## src/cbs_pkg.sv

```systemverilog
// Package of constants for the CAN message slot control word.
// Assumes one 16-bit control word per message slot, reached over AXI4-Lite.
package cbs_pkg;
  // Register byte offsets on the AXI4-Lite slave
  localparam logic [7:0] OFS_SLOT_CONTROL = 8'h00; // Control word of the slot
  localparam logic [7:0] OFS_SLOT_DATA = 8'h04; // Guarded payload word
  localparam logic [7:0] OFS_ENGINE_VIEW = 8'h08; // Engine side status, read only
  // Field positions in the control word
  localparam int LEN_MSB = 15; // Length code top bit
  localparam int LEN_LSB = 12; // Length code low bit
  localparam int RANK_MSB = 7; // Send rank code top bit
  localparam int RANK_LSB = 4; // Send rank code low bit
  localparam int COND_MSB = 3; // Condition top bit
  localparam int BUSY_BIT = 0; // Occupied flag position
  localparam logic [15:0] CONTROL_RESET = 16'h0000; // Reset value of control word
  localparam logic [31:0] DATA_RESET = 32'h00000000; // Reset value of payload word
  localparam logic [3:0] MAX_BYTES = 4'h8; // Largest payload in bytes
  // Condition codes
  localparam logic [3:0] C_RX_IDLE = 4'h0; // Receive idle
  localparam logic [3:0] C_RX_IDLE_BUSY = 4'h1; // Idle written during copy
  localparam logic [3:0] C_RX_ARMED = 4'h2; // Waiting for a frame
  localparam logic [3:0] C_RECV_COPY_FIRST = 4'h3; // First copy in progress
  localparam logic [3:0] C_RX_LOADED = 4'h4; // One frame held
  localparam logic [3:0] C_RECV_COPY_SECOND = 4'h5; // Second copy in progress
  localparam logic [3:0] C_RX_OVERWRITTEN = 4'h6; // Frame lost
  localparam logic [3:0] C_RECV_COPY_LATER = 4'h7; // Third or later copy
  localparam logic [3:0] C_TX_IDLE = 4'h8; // Send idle
  localparam logic [3:0] C_TX_IDLE_BUSY = 4'h9; // Idle written while queued
  localparam logic [3:0] C_AUTO_REMOTE_REPLY = 4'ha; // Automatic reply
  localparam logic [3:0] C_TX_RESERVED = 4'hb; // Never produced
  localparam logic [3:0] C_SEND_SINGLE = 4'hc; // Send once
  localparam logic [3:0] C_SEND_PENDING_PLAIN = 4'hd; // Queued or sending
  localparam logic [3:0] C_SEND_SINGLE_THEN_REPLY = 4'he; // Send then reply
  localparam logic [3:0] C_SEND_PENDING_REPLY = 4'hf; // Queued or sending, reply after
  // AXI responses
  localparam logic [1:0] RESP_OKAY = 2'b00; // Accepted
  localparam logic [1:0] RESP_SLVERR = 2'b10; // Refused write, occupied slot
  localparam logic [1:0] RESP_DECERR = 2'b11; // Unmapped address
endpackage : cbs_pkg

```

## src/cbs_slot_ctrl.sv

```systemverilog
// Message slot control word with an AXI4-Lite register slave.
// Assumes the protocol engine drives one-cycle event pulses on ref_clk.
`timescale 1ns/100ps
`default_nettype none
module cbs_slot_ctrl (
  input wire logic ref_clk, // Module clock, 10 MHz
  input wire logic rst, // Synchronous reset, active high
  input wire logic [7:0] s_axi_awaddr, // Write address
  input wire logic s_axi_awvalid, // Write address valid
  output logic s_axi_awready, // Write address ready
  input wire logic [31:0] s_axi_wdata, // Write data
  input wire logic [3:0] s_axi_wstrb, // Write byte strobes
  input wire logic s_axi_wvalid, // Write data valid
  output logic s_axi_wready, // Write data ready
  output logic [1:0] s_axi_bresp, // Write response
  output logic s_axi_bvalid, // Write response valid
  input wire logic s_axi_bready, // Write response ready
  input wire logic [7:0] s_axi_araddr, // Read address
  input wire logic s_axi_arvalid, // Read address valid
  output logic s_axi_arready, // Read address ready
  output logic [31:0] s_axi_rdata, // Read data
  output logic [1:0] s_axi_rresp, // Read response
  output logic s_axi_rvalid, // Read data valid
  input wire logic s_axi_rready, // Read data ready
  input wire logic eng_copy_start, // Engine starts copying a frame in
  input wire logic eng_copy_done, // Engine finished the copy
  input wire logic [3:0] eng_rx_len, // Received length code, with copy_done
  input wire logic [31:0] eng_rx_data, // Received payload word, with copy_done
  input wire logic eng_tx_queue, // Scheduler queues this slot
  input wire logic eng_tx_done, // Frame of this slot was sent
  input wire logic eng_tx_abort, // Scheduler drops this slot
  output logic [3:0] slot_condition, // Condition code for the engine
  output logic [3:0] slot_rank, // Send rank code for the scheduler
  output logic [3:0] slot_byte_count, // Bytes to send, clamped
  output logic [31:0] slot_data // Payload word for the engine
);
  // Stored control fields
  logic [3:0] len_r; // Length code
  logic [3:0] len_nxt; // Next length code
  logic [3:0] rank_r; // Send rank code
  logic [3:0] rank_nxt; // Next rank code
  logic [3:0] cond_r; // Condition code
  logic [3:0] cond_nxt; // Next condition code
  logic [31:0] data_r; // Guarded payload word
  logic [31:0] data_nxt; // Next payload word
  // Write channel state
  logic aw_held_r; // Write address taken
  logic [7:0] aw_addr_r; // Taken write address
  logic w_held_r; // Write data taken
  logic [31:0] w_data_r; // Taken write data
  logic [3:0] w_strb_r; // Taken write strobes
  logic bvalid_r; // Write response pending
  logic [1:0] bresp_r; // Write response code
  // Read channel state
  logic rvalid_r; // Read data pending
  logic [31:0] rdata_r; // Read data
  logic [1:0] rresp_r; // Read response code
  // Engine event decode
  logic [3:0] eng_cond; // Condition after engine event
  logic eng_hit; // Engine changes condition this cycle
  logic [3:0] rx_count; // Clamped received length
  // Write and read decode
  logic wr_fire; // Both halves held, response free
  logic wr_ctrl; // Write hits the control word
  logic wr_data; // Write hits the payload word
  logic wr_map; // Write address is mapped
  logic busy; // Occupied flag now
  logic low_only; // Only the low byte lane is enabled
  logic wr_ok; // Write allowed
  logic host_low; // Host writes rank and condition
  logic host_high; // Host writes length byte
  logic [3:0] host_cond; // Condition the host asks for
  logic [3:0] host_cond_eff; // Condition after busy substitution
  logic [15:0] control_word; // Assembled control word
  logic [31:0] engine_view; // Engine side read back
  logic rd_take; // Read address taken
  logic [31:0] rd_word; // Decoded read data
  logic [1:0] rd_resp; // Decoded read response

  // Engine state changes
  cbs_cond_next u_cond_next (
    .cond(cond_r),
    .copy_start(eng_copy_start),
    .copy_done(eng_copy_done),
    .tx_queue(eng_tx_queue),
    .tx_done(eng_tx_done),
    .tx_abort(eng_tx_abort),
    .cond_nxt(eng_cond),
    .hit(eng_hit)
  );

  // Received length is stored clamped
  cbs_len_clamp u_rx_clamp (
    .len_code(eng_rx_len),
    .byte_count(rx_count)
  );

  // Send length for the engine, clamped
  cbs_len_clamp u_tx_clamp (
    .len_code(len_r),
    .byte_count(slot_byte_count)
  );

  // Assembled word, reserved bits read zero
  assign control_word = {len_r, 4'h0, rank_r, cond_r};
  assign engine_view = {16'h0000, 12'h000, cond_r};
  assign busy = cond_r[cbs_pkg::BUSY_BIT];

  // Write decode
  assign wr_fire = aw_held_r && w_held_r && !bvalid_r;
  assign wr_ctrl = aw_addr_r[7:2] == cbs_pkg::OFS_SLOT_CONTROL[7:2];
  assign wr_data = aw_addr_r[7:2] == cbs_pkg::OFS_SLOT_DATA[7:2];
  assign wr_map = wr_ctrl || wr_data || (aw_addr_r[7:2] == cbs_pkg::OFS_ENGINE_VIEW[7:2]);
  assign low_only = w_strb_r[3:1] == 3'b000;
  // Occupied slot takes only low byte writes of the control word
  assign wr_ok = !busy || (wr_ctrl && low_only);
  assign host_low = wr_fire && wr_ctrl && wr_ok && w_strb_r[0];
  assign host_high = wr_fire && wr_ctrl && wr_ok && w_strb_r[1];
  assign host_cond = w_data_r[cbs_pkg::COND_MSB:0];
  // Idle of the slot's own direction written to a busy slot keeps the busy bit showing
  assign host_cond_eff = (busy && host_cond == cbs_pkg::C_RX_IDLE && !cond_r[3]) ?
                         cbs_pkg::C_RX_IDLE_BUSY :
                         (busy && host_cond == cbs_pkg::C_TX_IDLE && cond_r[3]) ?
                         cbs_pkg::C_TX_IDLE_BUSY : host_cond;

  // Next value of the condition: engine first, host otherwise
  always_comb
  begin
    cond_nxt = cond_r;
    if (eng_hit)
      cond_nxt = eng_cond;
    else if (host_low && host_cond_eff != cbs_pkg::C_TX_RESERVED)
      cond_nxt = host_cond_eff;
  end

  // Next value of length, rank and payload
  always_comb
  begin
    len_nxt = len_r;
    rank_nxt = rank_r;
    data_nxt = data_r;
    if (eng_hit && eng_copy_done)
    begin
      len_nxt = rx_count;
      data_nxt = eng_rx_data;
    end
    else
    begin
      if (host_high)
        len_nxt = w_data_r[cbs_pkg::LEN_MSB:cbs_pkg::LEN_LSB];
      if (wr_fire && wr_data && wr_ok)
        data_nxt = w_data_r;
    end
    if (host_low)
      rank_nxt = w_data_r[cbs_pkg::RANK_MSB:cbs_pkg::RANK_LSB];
  end

  // Control registers
  always_ff @(posedge ref_clk)
  begin
    if (rst)
    begin
      len_r <= cbs_pkg::CONTROL_RESET[cbs_pkg::LEN_MSB:cbs_pkg::LEN_LSB];
      rank_r <= cbs_pkg::CONTROL_RESET[cbs_pkg::RANK_MSB:cbs_pkg::RANK_LSB];
      cond_r <= cbs_pkg::CONTROL_RESET[cbs_pkg::COND_MSB:0];
      data_r <= cbs_pkg::DATA_RESET;
    end
    else
    begin
      len_r <= len_nxt;
      rank_r <= rank_nxt;
      cond_r <= cond_nxt;
      data_r <= data_nxt;
    end
  end

  // Write address and data are taken in either order
  assign s_axi_awready = !aw_held_r && !bvalid_r;
  assign s_axi_wready = !w_held_r && !bvalid_r;
  always_ff @(posedge ref_clk)
  begin
    if (rst)
    begin
      aw_held_r <= 1'b0;
      w_held_r <= 1'b0;
      aw_addr_r <= 8'h00;
      w_data_r <= 32'h00000000;
      w_strb_r <= 4'h0;
    end
    else if (wr_fire)
    begin
      aw_held_r <= 1'b0;
      w_held_r <= 1'b0;
    end
    else
    begin
      if (s_axi_awvalid && s_axi_awready)
      begin
        aw_held_r <= 1'b1;
        aw_addr_r <= s_axi_awaddr;
      end
      if (s_axi_wvalid && s_axi_wready)
      begin
        w_held_r <= 1'b1;
        w_data_r <= s_axi_wdata;
        w_strb_r <= s_axi_wstrb;
      end
    end
  end

  // Write response; refused writes answer SLVERR so software can tell
  always_ff @(posedge ref_clk)
  begin
    if (rst)
    begin
      bvalid_r <= 1'b0;
      bresp_r <= cbs_pkg::RESP_OKAY;
    end
    else if (wr_fire)
    begin
      bvalid_r <= 1'b1;
      bresp_r <= !wr_map ? cbs_pkg::RESP_DECERR :
                 wr_ok ? cbs_pkg::RESP_OKAY : cbs_pkg::RESP_SLVERR;
    end
    else if (s_axi_bready)
      bvalid_r <= 1'b0;
  end
  assign s_axi_bvalid = bvalid_r;
  assign s_axi_bresp = bresp_r;

  // Read decode; reads are never refused
  assign rd_take = s_axi_arvalid && !rvalid_r;
  assign s_axi_arready = !rvalid_r;
  assign rd_word = (s_axi_araddr[7:2] == cbs_pkg::OFS_SLOT_CONTROL[7:2]) ? {16'h0000, control_word} :
                   (s_axi_araddr[7:2] == cbs_pkg::OFS_SLOT_DATA[7:2]) ? data_r :
                   (s_axi_araddr[7:2] == cbs_pkg::OFS_ENGINE_VIEW[7:2]) ? engine_view :
                   32'h00000000;
  assign rd_resp = ((s_axi_araddr[7:2] == cbs_pkg::OFS_SLOT_CONTROL[7:2]) ||
                    (s_axi_araddr[7:2] == cbs_pkg::OFS_SLOT_DATA[7:2]) ||
                    (s_axi_araddr[7:2] == cbs_pkg::OFS_ENGINE_VIEW[7:2])) ?
                   cbs_pkg::RESP_OKAY : cbs_pkg::RESP_DECERR;

  // Read data register
  always_ff @(posedge ref_clk)
  begin
    if (rst)
    begin
      rvalid_r <= 1'b0;
      rdata_r <= 32'h00000000;
      rresp_r <= cbs_pkg::RESP_OKAY;
    end
    else if (rd_take)
    begin
      rvalid_r <= 1'b1;
      rdata_r <= rd_word;
      rresp_r <= rd_resp;
    end
    else if (s_axi_rready)
      rvalid_r <= 1'b0;
  end
  assign s_axi_rvalid = rvalid_r;
  assign s_axi_rdata = rdata_r;
  assign s_axi_rresp = rresp_r;

  // Engine side views come straight from the registers
  assign slot_condition = cond_r;
  assign slot_rank = rank_r;
  assign slot_data = data_r;
endmodule : cbs_slot_ctrl
`default_nettype wire

```

## src/cbs_len_clamp.sv

```systemverilog
// Clamp of a length code to the largest payload byte count.
// Assumes a four-bit plain binary length code.
`timescale 1ns/100ps
`default_nettype none
module cbs_len_clamp (
  input wire logic [3:0] len_code, // Raw length code
  output logic [3:0] byte_count // Bytes really moved, 0 to 8
);
  // Codes of eight and above all mean eight bytes
  assign byte_count = (len_code >= cbs_pkg::MAX_BYTES) ? cbs_pkg::MAX_BYTES : len_code;
endmodule : cbs_len_clamp
`default_nettype wire

```

## src/cbs_cond_next.sv

```systemverilog
// Next condition code for one engine event, pure combinational.
// Several engine events in one cycle are ranked here: copy start, copy done, queue, then sent or abort.
`timescale 1ns/100ps
`default_nettype none
module cbs_cond_next (
  input wire logic [3:0] cond, // Present condition
  input wire logic copy_start, // Copy from hidden buffer begins
  input wire logic copy_done, // Copy finished
  input wire logic tx_queue, // Scheduler takes the slot
  input wire logic tx_done, // Frame sent
  input wire logic tx_abort, // Scheduler drops the slot
  output logic [3:0] cond_nxt, // Condition after the event
  output logic hit // Event changes the condition
);
  logic [3:0] after_copy; // Resting code after a copy
  logic [3:0] after_tx; // Resting code after sending
  // Copy end gives loaded after a first copy, idle after busy idle, overwritten otherwise
  assign after_copy = (cond == cbs_pkg::C_RECV_COPY_FIRST) ? cbs_pkg::C_RX_LOADED :
                      (cond == cbs_pkg::C_RX_IDLE_BUSY) ? cbs_pkg::C_RX_IDLE :
                      cbs_pkg::C_RX_OVERWRITTEN;
  // Send then reply falls back to automatic reply, others to idle
  assign after_tx = (cond == cbs_pkg::C_SEND_PENDING_REPLY) ? cbs_pkg::C_AUTO_REMOTE_REPLY :
                    (cond == cbs_pkg::C_SEND_PENDING_PLAIN) ? cbs_pkg::C_TX_IDLE :
                    cbs_pkg::C_TX_IDLE;
  always_comb
  begin
    cond_nxt = cond;
    hit = 1'b0;
    if (copy_start && !cond[cbs_pkg::COND_MSB] && cond != cbs_pkg::C_RX_IDLE && !cond[0])
    begin
      // Armed to 0011, loaded to 0101, overwritten to 0111
      cond_nxt = {cond[3:1], 1'b1};
      hit = 1'b1;
    end
    else if (copy_done && !cond[cbs_pkg::COND_MSB] && cond[0])
    begin
      cond_nxt = after_copy;
      hit = 1'b1;
    end
    else if (tx_queue && (cond == cbs_pkg::C_SEND_SINGLE ||
             cond == cbs_pkg::C_SEND_SINGLE_THEN_REPLY || cond == cbs_pkg::C_AUTO_REMOTE_REPLY))
    begin
      // Reply queued shows 1111, single shows 1101 or 1111
      cond_nxt = (cond == cbs_pkg::C_SEND_SINGLE) ? cbs_pkg::C_SEND_PENDING_PLAIN :
                 cbs_pkg::C_SEND_PENDING_REPLY;
      hit = 1'b1;
    end
    else if ((tx_done || tx_abort) && cond[cbs_pkg::COND_MSB] && cond[0])
    begin
      // An automatic reply that was sent stays armed as a reply
      cond_nxt = tx_abort ? {cond[3:1], 1'b0} : after_tx;
      hit = 1'b1;
    end
  end
endmodule : cbs_cond_next
`default_nettype wire

```

## config.mk

```make
export PLATFORM = sky130hd
export DESIGN_NAME = cbs_slot_ctrl
export DESIGN_NICKNAME = d
export VERILOG_FILES = /design/src/cbs_pkg.sv /design/src/cbs_slot_ctrl.sv /design/src/cbs_len_clamp.sv /design/src/cbs_cond_next.sv
export SDC_FILE = /design/constraint.sdc
export NUM_CORES = 1
export LEC_CHECK = 0
export BUFFER_PORTS_ARGS = -buffer_cell sky130_fd_sc_hd__buf_4
export CORE_ASPECT_RATIO = 0.5
export CORE_MARGIN = 4
export CORE_UTILIZATION = 50
export CTS_CLUSTER_DIAMETER = 150
export DETAILED_ROUTE_END_ITERATION = 16
export PLACE_DENSITY = 0.8
export SYNTH_ARGS = -nofsm -noshare
export SYNTH_HDL_FRONTEND = slang
export SYNTH_SLANG_ARGS = --single-unit
```

## constraint.sdc

```tcl
create_clock -name ref_clk -period 2.4 [get_ports ref_clk]
set_clock_uncertainty 0.2 [all_clocks]
set_input_delay 0.24 -clock ref_clk [delete_from_list [all_inputs] [get_ports ref_clk]]
set_output_delay 0.24 -clock ref_clk [all_outputs]
set_load 0.005 [all_outputs]
```

==> flow_summary.yaml <==
detailed_routing:
  first_iter_violations: 355
  drt_wl_total_um: 17440
  dr_wl_met3_um: 1438
  avgRoutedWirePerCell_um: 18.11
  drtPass1Iterations: 5
  ant_nets: 0
  drt-met1-wl_um: 6884
  drc: 0
  vias: 5419
  viasPerCell: 5.627
  top_layer_used: "met4"
  wl_met2_um: 8620
critical_path:
  startpoint: "aw_addr_r[7]$_SDFFE_PP0P_"
  r2r_end: "slot_data[0]$_SDFFE_PP0P_"
  worst_ep_required_time_ns: 2.46
  cp.depth: 6
  critPathCapture: "slot_data[0]$_SDFFE_PP0P_"
  path_max_fanout: 32
  endpoint_kind: "flop"
  critPathMaxStageDelay_ns: 0.57
  r2r_slack_ns: 0.12
  reg2reg_from: "aw_addr_r[7]$_SDFFE_PP0P_"
  cpMaxStageDelayCell: "or4_4"
  worstSetupPathType: "reg2reg"
  arrival_ns: 2.34
  start_kind: "flop"
  crit_family: "simple AND/OR/NAND/NOR gates"
  r2r.worst_path.cells: 6
  cp_cell_sequence: "or4_4, nor3_2, and3_2, buf_12, mux2i_1, a211oi_1"
  path_buf_inv: 1
flow_run:
  max-cap-violations: 0
synth:
  yosys.cell_types.count: 48
  ys_async_sr_fraction_pct: 0
  synth_top_flop_cell: "dfxtp_1"
  yosys_register_bits: 125
  synth.avg_cell_area_um2: 9.020
  yosysSeqAreaShare_pct: 48.41
  synth_warnings: 0
  synth.net_count: 673
  netlist_area_um2: 5169
  netlist_instances: 573
  synth_edf_count: 0
floorplanning:
  pin_count: 185
  start_util_pct: 52.96
  rows: 25
  die_w_um: 151.8
  die-area_um2: 12130
  core_area_um2: 9759
  die_h_um: 79.90
timing:
  timing.hold.ws_ns: 0.001549
  drv_slew: 0
  max_slew_margin_pct: 53.88
  max_freq_ghz: 0.4393
  min_period_ns: 2.276
  fin_crit_sh_pct: 94.84
  finalHoldViolations: 0
  worst_slew_pin_slew_ns: 0.6902
  setup-violations-final: 0
power:
  p_leak_nw: 3.208
  total_power_mw: 5.297
  ir_drop_uv: 583.1
  power_density_nw_per_um2: 666.6
grt:
  grt_max_degree: 46
  grt_pass1_vias: 5443
  grt-ovfl-total: 0
  grtUsageTotal_pct: 28.95
  grt_pass1_wl_um: 27560
  antenna_found_initial: 0
cells_and_area:
  nNetsFinal: 915
  diodes: 0
  drive_gt1_share_pct: 30.19
  fillers: 612
  area_growth_syn_to_layout_pct: 53.74
clocking:
  cts_tree: "done"
  cts_root_buf: "clkbuf_16"
  cts.sinks: 125
  clkLatencyLatePin_ns: 0.40
  h-tree-depth: 4
  clkTransAtPathRegs_ns: 0.06
  cts-buffers-inserted: 17
  cts_setup_buffers: 0
  clk_path_buf_depth: 2
placed_design:
  place_hpwl_um: 10590
  place_congestion: 0.9409
  io_buffers: 180
worst_hold_path:
  hold_class: "in2reg"
outcome:
  outcome: "finished clean"
## registers in the layout, indices dropped and copies added (netlist names), 2 cells and up
register and cells:
s_axi_rdata 32, slot_data 32, w_data_r 32, aw_addr_r 6
len_r 4, slot_condition 4, slot_rank 4, w_strb_r 4
s_axi_bresp 2
## logic make-up after synthesis
family | count (synthesis) | share of synthesized area, %
DFF | 125 | 48.41
AOI/OAI and AO/OA | 133 | 17.55
and+or+nand+nor | 207 | 18.40
buffers and inverters | 56 | 5.447
muxes | 51 | 10.02
xor gates and xnor gates | 1 | 0.1695
## area by class of cell
cell class              count  area, µm²  share of cell area, %
flip-flops and latches    125       2502                  31.49
multi-input cells         393       2416                  30.40
repair buffers            270       2235                  28.12
clock buffers              19      452.9                  5.700
well taps                 135      168.9                  2.126
clock inverters            13      141.4                  1.779
inverters                   8      30.03                 0.3779
## worst min-delay path: cells and delay by family
| family | cells | cell delay [ns] |
|---|---|---|
| compound gates | 1 | 0.19 |
| buf+inv | 1 | 0.08 |
| simple gates | 1 | 0.04 |
## synthesized netlist by cell type (all sizes together) (5+ instances only)
library cell  instances  area share [%]
nand2b                5            0.61
clkbuf               30             2.2
nor2                 57             4.1
a21oi                42             4.1
a22oi                24             3.5
a222oi                8             1.5
a211oi               40             5.8
buf                  18             2.7
o22ai                 6            0.73
nand2                83             6.1
dfxtp               125              48
nor3                 39             3.9
inv                   8            0.58
mux2i                48             9.3
nor2b                 5            0.61
## layout by cell type (no fill, tap or decap), drive strengths merged, types with 2 or more instances in the layout
cell type,count
buf,202
dfxtp,125
nand2,83
dlygate4sd3,68
nor2,57
mux2i,48
a21oi,43
a211oi,40
nor3,39
a22oi,24
clkbuf,19
inv,9
a222oi,8
clkinv,7
o22ai,6
nor2b,5
nand2b,5
nand3b,3
clkinvlp,3
and3,3
mux2,3
nor4,3
o21ai,2
and2,2
nand4,2
o21bai,2
a31oi,2
bufinv,2
or4,2
## metrics by stage
| step | util (%) | std cells | setup TNS (ns) | instance area (µm²) | worst slack, ns |
|---|---|---|---|---|---|
| final | 81.42 | 963 | 0 | 7946 | 0.1239 |
| after global routing | 81.42 | 963 | -0.006750 | 7946 | -0.006750 |
| after CTS | 81.28 | 963 | 0 | 7933 | 0.03017 |
| after detailed placement | 68.13 | 862 | 0 | 6649 | 0.005830 |
| after global placement | 68.13 | 862 | 0 | 6649 | 0.08979 |
| after floorplan | - | 573 | 0 | 5169 | 0.1708 |
## per-layer routing
layer,vias to the layer above,track usage [%]
met5,-,0
met4,0,12.90
met3,45,7.317
met2,251,49.73
met1,2578,34.39
li1,2545,-
## what timing repair did
| action | in CTS | in global routing |
|---|---|---|
| pin swaps | 0 | 1 |
| setup endpoints to repair | 3 | 21 |
| gates resized for setup | 0 | 2 |
| cloned | 1 | 0 |
| endpoints found under the hold margin | 66 | 0 |
| hold buffers | 68 | 0 |
## worst min path at each step
stage	startpoint	to	slack (ns)	cells after the start
after floorplan	s_axi_rready	s_axi_rvalid$_SDFFE_PP0P_	0.14	1
after global placement	s_axi_rready	s_axi_rvalid$_SDFFE_PP0P_	0.23	2
after detailed placement	s_axi_rready	s_axi_rvalid$_SDFFE_PP0P_	0.24	2
after CTS	eng_rx_data[31]	slot_data[31]$_SDFFE_PP0P_	0.00005	3
after global routing	eng_rx_data[14]	slot_data[14]$_SDFFE_PP0P_	0.009	3
final	eng_rx_data[20]	slot_data[20]$_SDFFE_PP0P_	0.002	3
## report_power, final
group	total (mW)	switching, mW	internal (mW)
Sequential	2.19	0.0536	2.14
Clock	2.56	0.976	1.59
Combinational	0.539	0.254	0.285
Note: power is estimated with default switching activity, not from simulation.
